File: config.mk
export PLATFORM = sky130hd
export DESIGN_NAME = apc_control
export DESIGN_NICKNAME = d
export VERILOG_FILES = /design/src/shared/apc_pkg.sv /design/src/rtl/apc_trigger_detect.sv /design/src/rtl/apc_ccf_flags.sv /design/src/rtl/apc_control.sv
export VERILOG_INCLUDE_DIRS = /design/src /design/src/shared
export SDC_FILE = /design/constraint.sdc
export NUM_CORES = 1
export LEC_CHECK = 0
export BUFFER_PORTS_ARGS = -buffer_cell sky130_fd_sc_hd__buf_2
export CAP_MARGIN = 5
export CORE_MARGIN = 2
export CORE_UTILIZATION = 40
export DETAILED_ROUTE_END_ITERATION = 16
export GPL_TIMING_DRIVEN = 1
export PLACE_DENSITY = 0.67
export SYNTH_ARGS = -nofsm -noshare
export SYNTH_HDL_FRONTEND = slang
export SYNTH_HIERARCHICAL = 1
export SYNTH_SLANG_ARGS = --single-unit
File: constraint.sdc
create_clock -name pclk -period 3.8 [get_ports pclk]
set_input_delay 0 -clock pclk [delete_from_list [all_inputs] [get_ports pclk]]
set_output_delay 0 -clock pclk [all_outputs]
set_load 0.01 [all_outputs]
File: src/shared/apc_cfg.svh
// Purpose: Offsets, field positions, reset values and counts of the converter control block
// Assumes: Register index times four is the APB byte address
// Notes:   Definitions only
`ifndef APC_CFG_SVH
`define APC_CFG_SVH

// ==========================================================================
// Register indices (byte address = index * 4)
`define APC_IDX_RSV_A       3'h0
`define APC_IDX_RSV_B       3'h1
`define APC_IDX_CTRL        3'h2
`define APC_IDX_IRQ_STATUS  3'h3
`define APC_IDX_IRQ_MASK    3'h4
`define APC_IDX_CCF_STATUS  3'h5
`define APC_IDX_LAST        3'h5

// ==========================================================================
// Control register fields
`define APC_BIT_POWER_UP    7
`define APC_BIT_FAST_CLEAR  6
`define APC_BIT_WAIT_PD     5
`define APC_BIT_TRIG_LEVEL  4
`define APC_BIT_TRIG_POL    3
`define APC_BIT_TRIG_EN     2
`define APC_BIT_SEQ_IE      1
`define APC_BIT_SEQ_IF      0

// ==========================================================================
// Interrupt status fields
`define APC_IRQ_SEQ_DONE    0
`define APC_IRQ_TRIGGER     1
`define APC_IRQ_ABORT       2
`define APC_IRQ_WIDTH       3

// ==========================================================================
// Reset values
`define APC_RST_BYTE        8'h00
`define APC_RST_CTRL        8'h00
`define APC_RST_IRQ         3'h0
`define APC_RST_WORD        32'h0000_0000

// ==========================================================================
// Sizes
`define APC_CHANNELS        8

`endif

File: src/shared/apc_pkg.sv
// Purpose: Types shared by the converter control block
// Assumes: apc_cfg.svh holds the numbers
// Notes:   Types only
package apc_pkg;

   // One control byte
   typedef logic [7:0] apc_byte_t;

   // One flag per analog channel
   typedef logic [7:0] apc_chan_t;

   // APB word
   typedef logic [31:0] apc_word_t;

   // External trigger sensitivity, coded as {level_sel, polarity}
   typedef enum logic [1:0]
   {
      APC_TRIG_FALL,
      APC_TRIG_RISE,
      APC_TRIG_LOW,
      APC_TRIG_HIGH
   } apc_trig_e;

endpackage : apc_pkg

File: src/rtl/apc_trigger_detect.sv
// Purpose: External trigger detector on the channel 7 pin
// Assumes: trig_level is already synchronised to pclk
// Notes:   Output pulses for edges, stays high for an active level
`timescale 1ns/100ps
`default_nettype none

module apc_trigger_detect
   import apc_pkg::*;
(
   // Clock and reset
   input  wire logic           pclk,
   input  wire logic           presetn,
   // Configuration
   input  wire logic           enable,
   input  wire logic           power_up_bit,
   input  wire apc_pkg::apc_trig_e mode,
   // Trigger input and result
   input  wire logic           trig_level,
   output logic                trig_start
);

   // ========================================================================
   // Edge detection
   logic prev_level;
   logic hit;
   logic armed;

   // Detector only listens while enabled and powered
   assign armed = enable & power_up_bit;

   // Sensitivity decode
   always_comb
   begin
      case (mode)
         APC_TRIG_FALL: hit = prev_level & ~trig_level;
         APC_TRIG_RISE: hit = ~prev_level & trig_level;
         APC_TRIG_LOW:  hit = ~trig_level;
         APC_TRIG_HIGH: hit = trig_level;
         default:       hit = 1'b0;
      endcase
   end

   // Previous level and registered trigger
   always_ff @(posedge pclk or negedge presetn)
   begin
      if (!presetn)
      begin
         prev_level <= 1'b0;
         trig_start <= 1'b0;
      end
      else
      begin
         prev_level <= trig_level;
         trig_start <= hit & armed;
      end
   end

endmodule : apc_trigger_detect

`default_nettype wire

File: src/rtl/apc_ccf_flags.sv
// Purpose: Per-channel conversion complete flags with normal and fast clearing
// Assumes: All strobes are one-cycle pulses on pclk
// Notes:   A set in the same cycle as a clear wins
`timescale 1ns/100ps
`default_nettype none
`include "apc_cfg.svh"

module apc_ccf_flags
   import apc_pkg::*;
(
   // Clock and reset
   input  wire logic              pclk,
   input  wire logic              presetn,
   // Mode
   input  wire logic              fast_flag_clear,
   // Events
   input  wire apc_pkg::apc_chan_t ccf_set,
   input  wire logic              status_read,
   input  wire apc_pkg::apc_chan_t result_access,
   input  wire apc_pkg::apc_chan_t result_read,
   // Flags
   output apc_pkg::apc_chan_t     conversion_complete_flag
);

   // ========================================================================
   // Per-channel flag and clear arming
   genvar ch;
   generate
      for (ch = 0; ch < `APC_CHANNELS; ch = ch + 1)
      begin : g_chan
         logic armed;
         logic clr;

         // Normal: status read then result read; fast: any result access
         assign clr = fast_flag_clear ? result_access[ch]
                                      : (armed & result_read[ch]);

         always_ff @(posedge pclk or negedge presetn)
         begin
            if (!presetn)
            begin
               conversion_complete_flag[ch] <= 1'b0;
               armed                        <= 1'b0;
            end
            else
            begin
               if (ccf_set[ch])
                  conversion_complete_flag[ch] <= 1'b1;
               else if (clr)
                  conversion_complete_flag[ch] <= 1'b0;
               // Status read arms only a flag that is visibly set
               if (ccf_set[ch] | clr)
                  armed <= 1'b0;
               else if (status_read & conversion_complete_flag[ch])
                  armed <= 1'b1;
            end
         end
      end
   endgenerate

endmodule : apc_ccf_flags

`default_nettype wire

File: src/rtl/apc_control.sv
// Purpose: Power, trigger and interrupt control of an 8-channel converter, APB slave
// Assumes: Converter core and result registers sit outside, on pclk
// Notes:   One wait state on every APB access; all outputs registered
//
// Summary of operation
// - Normal mode: reserved registers A and B read zero, writes ignored.
// - Special mode: reserved registers A and B are writable and drive the core.
// - Control register write aborts the running sequence, starts nothing.
// - Bit 7 clear powers the converter down; set gives normal operation.
// - Fast clear off: flag clears on status read followed by result read.
// - Fast clear on: any result register access clears that channel flag.
// - Bit 5 set halts and powers down the converter during wait mode.
// - Conversion resumes after wait; software discards that first result.
// - Bits 4 and 3 select falling, rising, low or high trigger sensitivity.
// - Bit 2 enables channel 7 as external trigger input.
// - Bit 1 enables the sequence complete interrupt request.
// - Bit 0 reads sequence complete flag when enabled, else zero.
// - Writes to bit 0 are ignored.
// - Control write, or reserved write in special mode, resets the result slot counter.
`timescale 1ns/100ps
`default_nettype none
`include "apc_cfg.svh"

module apc_control
   import apc_pkg::*;
(
   // Clock and reset
   input  wire logic               pclk,
   input  wire logic               presetn,
   // APB slave
   input  wire logic               psel,
   input  wire logic               penable,
   input  wire logic               pwrite,
   input  wire logic [7:0]         paddr,
   input  wire apc_pkg::apc_word_t pwdata,
   output apc_pkg::apc_word_t      prdata,
   output logic                    pready,
   output logic                    pslverr,
   // Pins
   input  wire logic               special_mode_pin,
   input  wire logic               trigger_pin,
   // System state (pclk domain)
   input  wire logic               wait_mode,
   // Converter core status (pclk domain)
   input  wire logic               sequence_complete_flag,
   input  wire apc_pkg::apc_chan_t ccf_set,
   input  wire apc_pkg::apc_chan_t result_access,
   input  wire apc_pkg::apc_chan_t result_read,
   // Converter core control
   output logic                    converter_power,
   output logic                    conversion_halt,
   output logic                    sequence_abort,
   output logic                    slot_counter_reset,
   output logic                    trigger_start,
   output apc_pkg::apc_byte_t      test_control_a,
   output apc_pkg::apc_byte_t      test_control_b,
   output apc_pkg::apc_chan_t      conversion_complete_flag,
   // Interrupts
   output logic                    sequence_irq,
   output logic                    irq
);

   // ========================================================================
   // Pin synchronisers: first stage read only by the second
   logic special_meta;
   logic special_mode;
   logic trig_meta;
   logic trig_sync;

   always_ff @(posedge pclk or negedge presetn)
   begin
      if (!presetn)
      begin
         special_meta <= 1'b0;
         special_mode <= 1'b0;
         trig_meta    <= 1'b0;
         trig_sync    <= 1'b0;
      end
      else
      begin
         special_meta <= special_mode_pin;
         special_mode <= special_meta;
         trig_meta    <= trigger_pin;
         trig_sync    <= trig_meta;
      end
   end

   // ========================================================================
   // APB decode
   logic       setup_done;
   logic       acc;
   logic       wr;
   logic       rd;
   logic [2:0] idx;
   logic       aligned;
   logic       mapped;

   // Access completes at the edge where pready is high
   assign setup_done = psel & penable & ~pready;
   assign acc        = psel & penable & pready;
   assign wr         = acc & pwrite & mapped;
   assign rd         = acc & ~pwrite & mapped;
   assign idx        = paddr[4:2];
   assign aligned    = (paddr[1:0] == 2'b00) & (paddr[7:5] == 3'b000);
   assign mapped     = aligned & (idx <= `APC_IDX_LAST);

   // Per-register write strobes, plus the CCF status read strobe
   logic wr_rsv_a;
   logic wr_rsv_b;
   logic wr_ctrl;
   logic wr_irq_status;
   logic wr_irq_mask;
   logic rd_ccf_status;

   // Reserved locations take writes only in special mode
   assign wr_rsv_a      = wr & (idx == `APC_IDX_RSV_A) & special_mode;
   assign wr_rsv_b      = wr & (idx == `APC_IDX_RSV_B) & special_mode;
   assign wr_ctrl       = wr & (idx == `APC_IDX_CTRL);
   assign wr_irq_status = wr & (idx == `APC_IDX_IRQ_STATUS);
   assign wr_irq_mask   = wr & (idx == `APC_IDX_IRQ_MASK);
   assign rd_ccf_status = rd & (idx == `APC_IDX_CCF_STATUS);

   // ========================================================================
   // Control and reserved registers
   apc_byte_t ctrl;
   apc_byte_t rsv_a;
   apc_byte_t rsv_b;
   apc_byte_t next_ctrl;

   // Bit 0 is not storage; keep it zero so writes never land
   assign next_ctrl = {pwdata[7:1], 1'b0};

   always_ff @(posedge pclk or negedge presetn)
   begin
      if (!presetn)
      begin
         ctrl  <= `APC_RST_CTRL;
         rsv_a <= `APC_RST_BYTE;
         rsv_b <= `APC_RST_BYTE;
      end
      else
      begin
         if (wr_ctrl)
            ctrl <= next_ctrl;
         if (wr_rsv_a)
            rsv_a <= pwdata[7:0];
         if (wr_rsv_b)
            rsv_b <= pwdata[7:0];
      end
   end

   // Named control fields
   logic      power_up_bit;
   logic      fast_flag_clear;
   logic      wait_power_down;
   logic      external_trigger_enable;
   logic      sequence_irq_enable;
   logic      sequence_irq_flag;
   apc_trig_e trig_mode;

   assign power_up_bit            = ctrl[`APC_BIT_POWER_UP];
   assign fast_flag_clear         = ctrl[`APC_BIT_FAST_CLEAR];
   assign wait_power_down         = ctrl[`APC_BIT_WAIT_PD];
   assign external_trigger_enable = ctrl[`APC_BIT_TRIG_EN];
   assign sequence_irq_enable     = ctrl[`APC_BIT_SEQ_IE];
   assign trig_mode               = apc_trig_e'({ctrl[`APC_BIT_TRIG_LEVEL],
                                                 ctrl[`APC_BIT_TRIG_POL]});
   // Flag mirrors the core status only while enabled
   assign sequence_irq_flag = sequence_irq_enable & sequence_complete_flag;

   // ========================================================================
   // Converter core control, all registered
   logic any_ctrl_write;

   // Reserved writes count only where they take effect
   assign any_ctrl_write = wr_ctrl | wr_rsv_a | wr_rsv_b;

   always_ff @(posedge pclk or negedge presetn)
   begin
      if (!presetn)
      begin
         converter_power    <= 1'b0;
         conversion_halt    <= 1'b0;
         sequence_abort     <= 1'b0;
         slot_counter_reset <= 1'b0;
         test_control_a     <= `APC_RST_BYTE;
         test_control_b     <= `APC_RST_BYTE;
         sequence_irq       <= 1'b0;
      end
      else
      begin
         // Powered only when enabled and not parked in wait mode
         converter_power    <= power_up_bit & ~(wait_mode & wait_power_down);
         // Halt lifts as wait ends, so the core resumes the same conversion
         conversion_halt    <= ~power_up_bit | (wait_mode & wait_power_down);
         sequence_abort     <= wr_ctrl;
         slot_counter_reset <= any_ctrl_write;
         // Special mode lost: the core sees inert test bytes again
         test_control_a     <= special_mode ? rsv_a : `APC_RST_BYTE;
         test_control_b     <= special_mode ? rsv_b : `APC_RST_BYTE;
         // One register stage keeps the output glitch free
         sequence_irq       <= sequence_irq_enable & sequence_complete_flag;
      end
   end

   // ========================================================================
   // External trigger detector
   apc_trigger_detect u_trigger
   (
      .pclk         (pclk),
      .presetn      (presetn),
      .enable       (external_trigger_enable),
      .power_up_bit (power_up_bit),
      .mode         (trig_mode),
      .trig_level   (trig_sync),
      .trig_start   (trigger_start)
   );

   // ========================================================================
   // Conversion complete flags
   apc_ccf_flags u_flags
   (
      .pclk                     (pclk),
      .presetn                  (presetn),
      .fast_flag_clear          (fast_flag_clear),
      .ccf_set                  (ccf_set),
      .status_read              (rd_ccf_status),
      .result_access            (result_access),
      .result_read              (result_read),
      .conversion_complete_flag (conversion_complete_flag)
   );

   // ========================================================================
   // Block interrupt: sticky status, mask, write one to clear
   logic [`APC_IRQ_WIDTH-1:0] irq_status;
   logic [`APC_IRQ_WIDTH-1:0] irq_mask;
   logic [`APC_IRQ_WIDTH-1:0] irq_event;
   logic [`APC_IRQ_WIDTH-1:0] next_irq_status;
   logic                      seq_prev;

   assign irq_event[`APC_IRQ_SEQ_DONE] = sequence_complete_flag & ~seq_prev;
   assign irq_event[`APC_IRQ_TRIGGER]  = trigger_start;
   assign irq_event[`APC_IRQ_ABORT]    = sequence_abort;
   // A new event beats a clear in the same cycle
   assign next_irq_status = (irq_status & ~({`APC_IRQ_WIDTH{wr_irq_status}}
                            & pwdata[`APC_IRQ_WIDTH-1:0])) | irq_event;

   always_ff @(posedge pclk or negedge presetn)
   begin
      if (!presetn)
      begin
         seq_prev   <= 1'b0;
         irq_status <= `APC_RST_IRQ;
         irq_mask   <= `APC_RST_IRQ;
         irq        <= 1'b0;
      end
      else
      begin
         seq_prev   <= sequence_complete_flag;
         irq_status <= next_irq_status;
         if (wr_irq_mask)
            irq_mask <= pwdata[`APC_IRQ_WIDTH-1:0];
         irq        <= |(next_irq_status & irq_mask);
      end
   end

   // ========================================================================
   // Read mux
   apc_word_t read_word;

   always_comb
   begin
      read_word = `APC_RST_WORD;
      case (idx)
         // Reserved locations read zero outside special mode
         `APC_IDX_RSV_A:      read_word[7:0] = special_mode ? rsv_a : `APC_RST_BYTE;
         `APC_IDX_RSV_B:      read_word[7:0] = special_mode ? rsv_b : `APC_RST_BYTE;
         `APC_IDX_CTRL:       read_word[7:0] = {ctrl[7:1], sequence_irq_flag};
         `APC_IDX_IRQ_STATUS: read_word[`APC_IRQ_WIDTH-1:0] = irq_status;
         `APC_IDX_IRQ_MASK:   read_word[`APC_IRQ_WIDTH-1:0] = irq_mask;
         `APC_IDX_CCF_STATUS: read_word[7:0] = conversion_complete_flag;
         default:             read_word = `APC_RST_WORD;
      endcase
   end

   // ========================================================================
   // APB answer: one wait state, data and error captured with pready
   always_ff @(posedge pclk or negedge presetn)
   begin
      if (!presetn)
      begin
         pready  <= 1'b0;
         pslverr <= 1'b0;
         prdata  <= `APC_RST_WORD;
      end
      else
      begin
         pready  <= setup_done;
         pslverr <= setup_done & ~mapped;
         if (setup_done & ~pwrite)
            prdata <= mapped ? read_word : `APC_RST_WORD;
      end
   end

endmodule : apc_control

`default_nettype wire

=== Yosys cells after proc, flatten, opt, wreduce, memory -nomap -nowiden ===
Index checks and enable logic that the tools add are counted.

* Equal/unequal tests: 8
* $lt $le $gt $ge: 1
* Reduce and logical (&&, ||, !) cells: 21
* Bitwise gates (word level): 67
* Mux-type cells: 46

{| class="wikitable"
|+ Operator list
! operator !! number
|-
| $and 1x1->1 || 43
|-
| $mux 1 || 40
|-
| $reduce_bool 2->1 || 16
|-
| $mux 8 || 3
|-
| $pmux 5 s4 || 1
|-
| $pmux 3 s6 || 1
|-
| $or 1x1->1 || 11
|-
| $and 3x3->3 || 3
|-
| $not 1->1 || 8
|-
| $eq 3x2->1 const B || 2
|-
| $eq 3x3->1 const B || 2
|-
| $logic_not 3->1 || 2
|-
| $eq 2x2->1 const B || 2
|-
| $logic_not 2->1 || 2
|-
| $pmux 1 s4 || 1
|-
| $eq 3x1->1 const B || 1
|-
| $le 3x3->1 const B || 1
|-
| $not 3->3 || 1
|-
| $or 3x3->3 || 1
|-
| $reduce_or 3->1 || 1
|-
| $eq 2x1->1 const B || 1
|}

* Logic and storage cells: 182
* Output and inout bits: 65
* Flip-flop bits (word level): 108
* Input bits: 73

=== Depth between registers and ports, before layout ===
* Depth after elaboration: 11
* Gate-level depth with buffers: 7
* Mapped depth without buffers: 5

=== By module ===
The synthesis kept the hierarchy.

{| class="wikitable"
|+ Modules (own cells, without submodules)
! module !! times used !! seq. area each (µm²) !! cells an instance !! area each (µm²)
|-
| apc_control || 1 || 1,651.6 || 230 || 2,932.8
|-
| apc_ccf_flags || 1 || 400.4 || 58 || 742.0
|-
| apc_trigger_detect || 1 || 50.0 || 8 || 82.6
|}

=== Worst setup path after synthesis ===
OpenSTA, ideal clock, no wires.

* Path type: flip-flop to flip-flop
* Start point: reg pready
* End point: reg prdata[3]
* Stages on the path, launching flop included: 5
* Setup time: 0.068 ns
* Data arrival time: 1.495 ns
* Slack: 2.237 ns
* Path buffers: 1
* Period minus slack after synthesis: 1.563 ns
* Data required time: 3.732 ns
* Cells stage by stage: dfrtp_1 > or3_1 > clkbuf_1 > nor3_2 > a32o_1

* Word-level cells in the longest chain between the ends: 3

{| class="wikitable"
|+ Ends and longest elaborated chain
! element !! RTL line !! source
|-
| start, declared || apc_control.sv:37 || <nowiki>output logic pready,</nowiki>
|-
| start signal, assigned || apc_control.sv:298 || <nowiki>pready <= setup_done;</nowiki>
|-
| $not 1->1 || apc_control.sv:99 || <nowiki>assign setup_done = psel & penable & ~pready;</nowiki>
|-
| $and 1x1->1 || apc_control.sv:99 ||
|-
| $and 1x1->1 || apc_control.sv:300 || <nowiki>if (setup_done & ~pwrite)</nowiki>
|-
| end signal, assigned || apc_control.sv:294 || <nowiki>prdata <= `APC_RST_WORD;</nowiki>
|-
| end signal, assigned || apc_control.sv:301 || <nowiki>prdata <= mapped ? read_word : `APC_RST_WORD;</nowiki>
|-
| end, declared || apc_control.sv:36 || <nowiki>output apc_pkg::apc_word_t prdata,</nowiki>
|}

No other way between the ends.
A chain may end at the register's enable or synchronous reset.

=== Worst setup path in the final report ===
* Start point: reg special_mode
* End point: reg rsv_a[7]

* Word-level cells in the longest chain between the ends: 1

{| class="wikitable"
|+ Ends and longest elaborated chain
! element !! RTL line !! source
|-
| start, declared || apc_control.sv:66 || <nowiki>logic special_mode;</nowiki>
|-
| start signal, assigned || apc_control.sv:82 || <nowiki>special_mode <= special_meta;</nowiki>
|-
| $and 1x1->1 || apc_control.sv:116 || <nowiki>assign wr_rsv_a = wr & (idx == `APC_IDX_RSV_A) & special_mode;</nowiki>
|-
| end signal, assigned || apc_control.sv:138 || <nowiki>rsv_a <= `APC_RST_BYTE;</nowiki>
|-
| end signal, assigned || apc_control.sv:146 || <nowiki>rsv_a <= pwdata[7:0];</nowiki>
|-
| end, declared || apc_control.sv:126 || <nowiki>apc_byte_t rsv_a;</nowiki>
|}

No other way between the ends.

==> out/metrics.cfg <==
[status]
status=completed

[timing]
finClkSkew_ps=9.87
rsz0062_at_grt=false
fin_crit_sh=0.610
finalCriticalPeriod_ps=2320
setup_viol=0
tightestPinTransition_ps=1030
finalHoldViolCount=0
maxSlewViolCount=0
slew_headroom=0.314
fmax_ghz=0.431
tns_ps=0

[synth]
async_reset_ff_frac=1.00
synthTopCellsByArea=dfrtp_1 56%, buf_4 4.8%, mux2_2 4.2%
syn_avg_cell_area_sq_um=12.7
ys.flop_type=dfrtp_1
ys_ff_latch=84
synth_area_sq_um=3760
yosysWarnings=6
netlist_instances=296
synth-edff-count=0
synth.top_cell.area_share=0.559
synth_area_leader_cell=dfrtp_1
ys_types=51
yosysSeqAreaShare=0.559

[layout]
diodes=0
final_cell_mix=88 x buf_2, 84 x dfrtp_1, 41 x dlygate4sd3_1
syn_to_final_growth_pct=28.6
mostFrequentLayoutCell=buf_2
layout.nets=498
fin_util=0.526
drive_gt1_frac=0.328

[place]
place_congestion=0.825
port_buffers=89
hpwl_um=5830

[clock_tree]
cts_inserted_buffers=9
cts_root_buf=clkbuf_8
clkSinkCount=84
htree_levels=3
postCtsSetupBuffers=0
clkLatencyLatePin_ps=350
clk_pin_slew_ps=90
cts_tree=done
cts_resized=0
ctsLongestPathBuffers=2
cts_hold_buf=41

[critical_path]
path_cells=nor3b_2 -> buf_4 -> nor2b_1 -> mux2_2
critPathTopFamily=simple AND/OR/NAND/NOR gates
arrival_ps=2560
critPathSlowestCell=nor2b_1
path_max_fanout=19
setup.worst_path.start_class=flop
crit_buf_inv=1
max_stage_delay_ps=680
end_kind=flop
crit_required_ps=4040
path_class=flop to flop

[floorplanning]
io_pins=138
coreArea_sq_um=9200
die-area_sq_um=10200
rows=35
die_w_um=101
start_util=0.409
die_h_um=101

[power]
power.density_nw_per_um2=370
ir_drop_mv=0.216
leakage_nw=2.49

[route]
viasPerCell=5.17
ant_nets=0
route.detailed.drc=0
num_vias=2796
drt_iter0_drc=114
wl_per_cell_um=15.8
firstDrtPassIters=4
routed_wl_um=8530

[job]
maxCapViolations=0

[global_routing]
antenna_found_initial=0
grt_pass1_wl_um=13400
grt_max_degree=85
grt_pass1_vias=2710
overflow=0
grt_usage=0.171

[hold_path]
min_path_type=input port to flop

==> routing by layer <==
metal | up-vias | global-route usage | routed length [um]
li1 | 1285 | - | -
met1 | 1402 | 0.229 | 3800
met2 | 91 | 0.270 | 4110
met3 | 18 | 0.0416 | 454
met4 | 0 | 0.0624 | 162
met5 | - | 0 | 0
==> cells by family after synthesis <==
kind of cell | after synthesis | synth area share
compound gates | 58 | 0.125
buf+inv | 40 | 0.0729
flops | 84 | 0.559
mux | 30 | 0.0972
other cells | 1 | 0.000998
simple gates | 83 | 0.145
==> registers in the layout, indices dropped and copies added (netlist names), 3 cells and up <==
| name | flops |
|---|---|
| rsv_a | 8 |
| test_control_a | 8 |
| rsv_b | 8 |
| ctrl | 7 |
| u_flags/g_chan.armed | 8 |
| irq_mask | 3 |
| u_flags/conversion_complete_flag | 8 |
| prdata | 8 |
| irq_status | 3 |
| test_control_b | 8 |
==> through the flow <==
| step | area (sq um) | hold slack, ps | setup WS [ps] | total power [W] | instances |
|---|---|---|---|---|---|
| final | 4830 | 19.7 | 1480 | 0.00179 | 541 |
| after global routing | 4830 | 5.69 | 1280 | 0.00186 | 541 |
| after CTS | 4830 | 1.07 | 1480 | 0.00181 | 541 |
| after detailed placement | 4180 | 115 | 1490 | 0.00103 | 484 |
| after global placement | 4180 | 109 | 1550 | 0.00102 | 484 |
| after floorplan | 3840 | -296 | 2240 | 0.000986 | 319 |
==> power breakdown <==
part	internal, W	switching (W)
combinational	0.0000564	0.0000725
clock	0.000438	0.000317
sequential	0.000899	0.00000551
total	0.00139	0.000395
==> synth_stat cells (3+ instances only) <==
cell type  number
a211o_1         3
a21o_1          8
a21oi_1         7
a221oi_1        5
a22oi_1         5
a31o_2          6
a32o_1          7
and2_1         17
and4b_1         8
buf_2           3
buf_4          24
buf_6           4
clkbuf_1        6
dfrtp_1        84
inv_1           3
mux2_1          6
mux2_2         14
mux2_4          8
nand2_1        15
nand2b_1        4
nand3_1         4
nand3b_1        8
nand4_1         3
nor2_1          6
nor2b_1         5
==> final timing paths <==
path | from | slack (ps) | depth (start not counted) | endpoint
worst max-delay path | special_mode$_DFF_PN0_ | 1480 | 4 | rsv_a[7]$_DFFE_PN0P_
worst min-delay path | result_read[4] | 20 | 3 | u_flags/g_chan[4].armed$_DFFE_PN0P_
worst max register to register | special_mode$_DFF_PN0_ | 1480 | 4 | rsv_a[7]$_DFFE_PN0P_
worst min register to register | special_meta$_DFF_PN0_ | 360 | 0 | special_mode$_DFF_PN0_
max in group asynchronous | presetn | 2780 | 2 | u_flags/g_chan[1].armed$_DFFE_PN0P_
min in group asynchronous | presetn | 370 | 2 | test_control_a[0]$_DFF_PN0_
==> worst register-to-register path, delay by kind of cell (launching register included) <==
family	cells	cell delay (ps)
simple gates	2	930
mux	1	410
buf+inv	1	230
flops	1	650
==> layout make-up <==
type                       instances  area [sq um]
timing repair buffer             132           873
clock buffer                      10           128
inverter                           3          11.3
sequential                        84          2100
multi-input combinational        195          1470
tap                              111           139
clock inverter                     6           113
fill                             821          4360
Note: power is estimated with default switching activity, not from simulation.
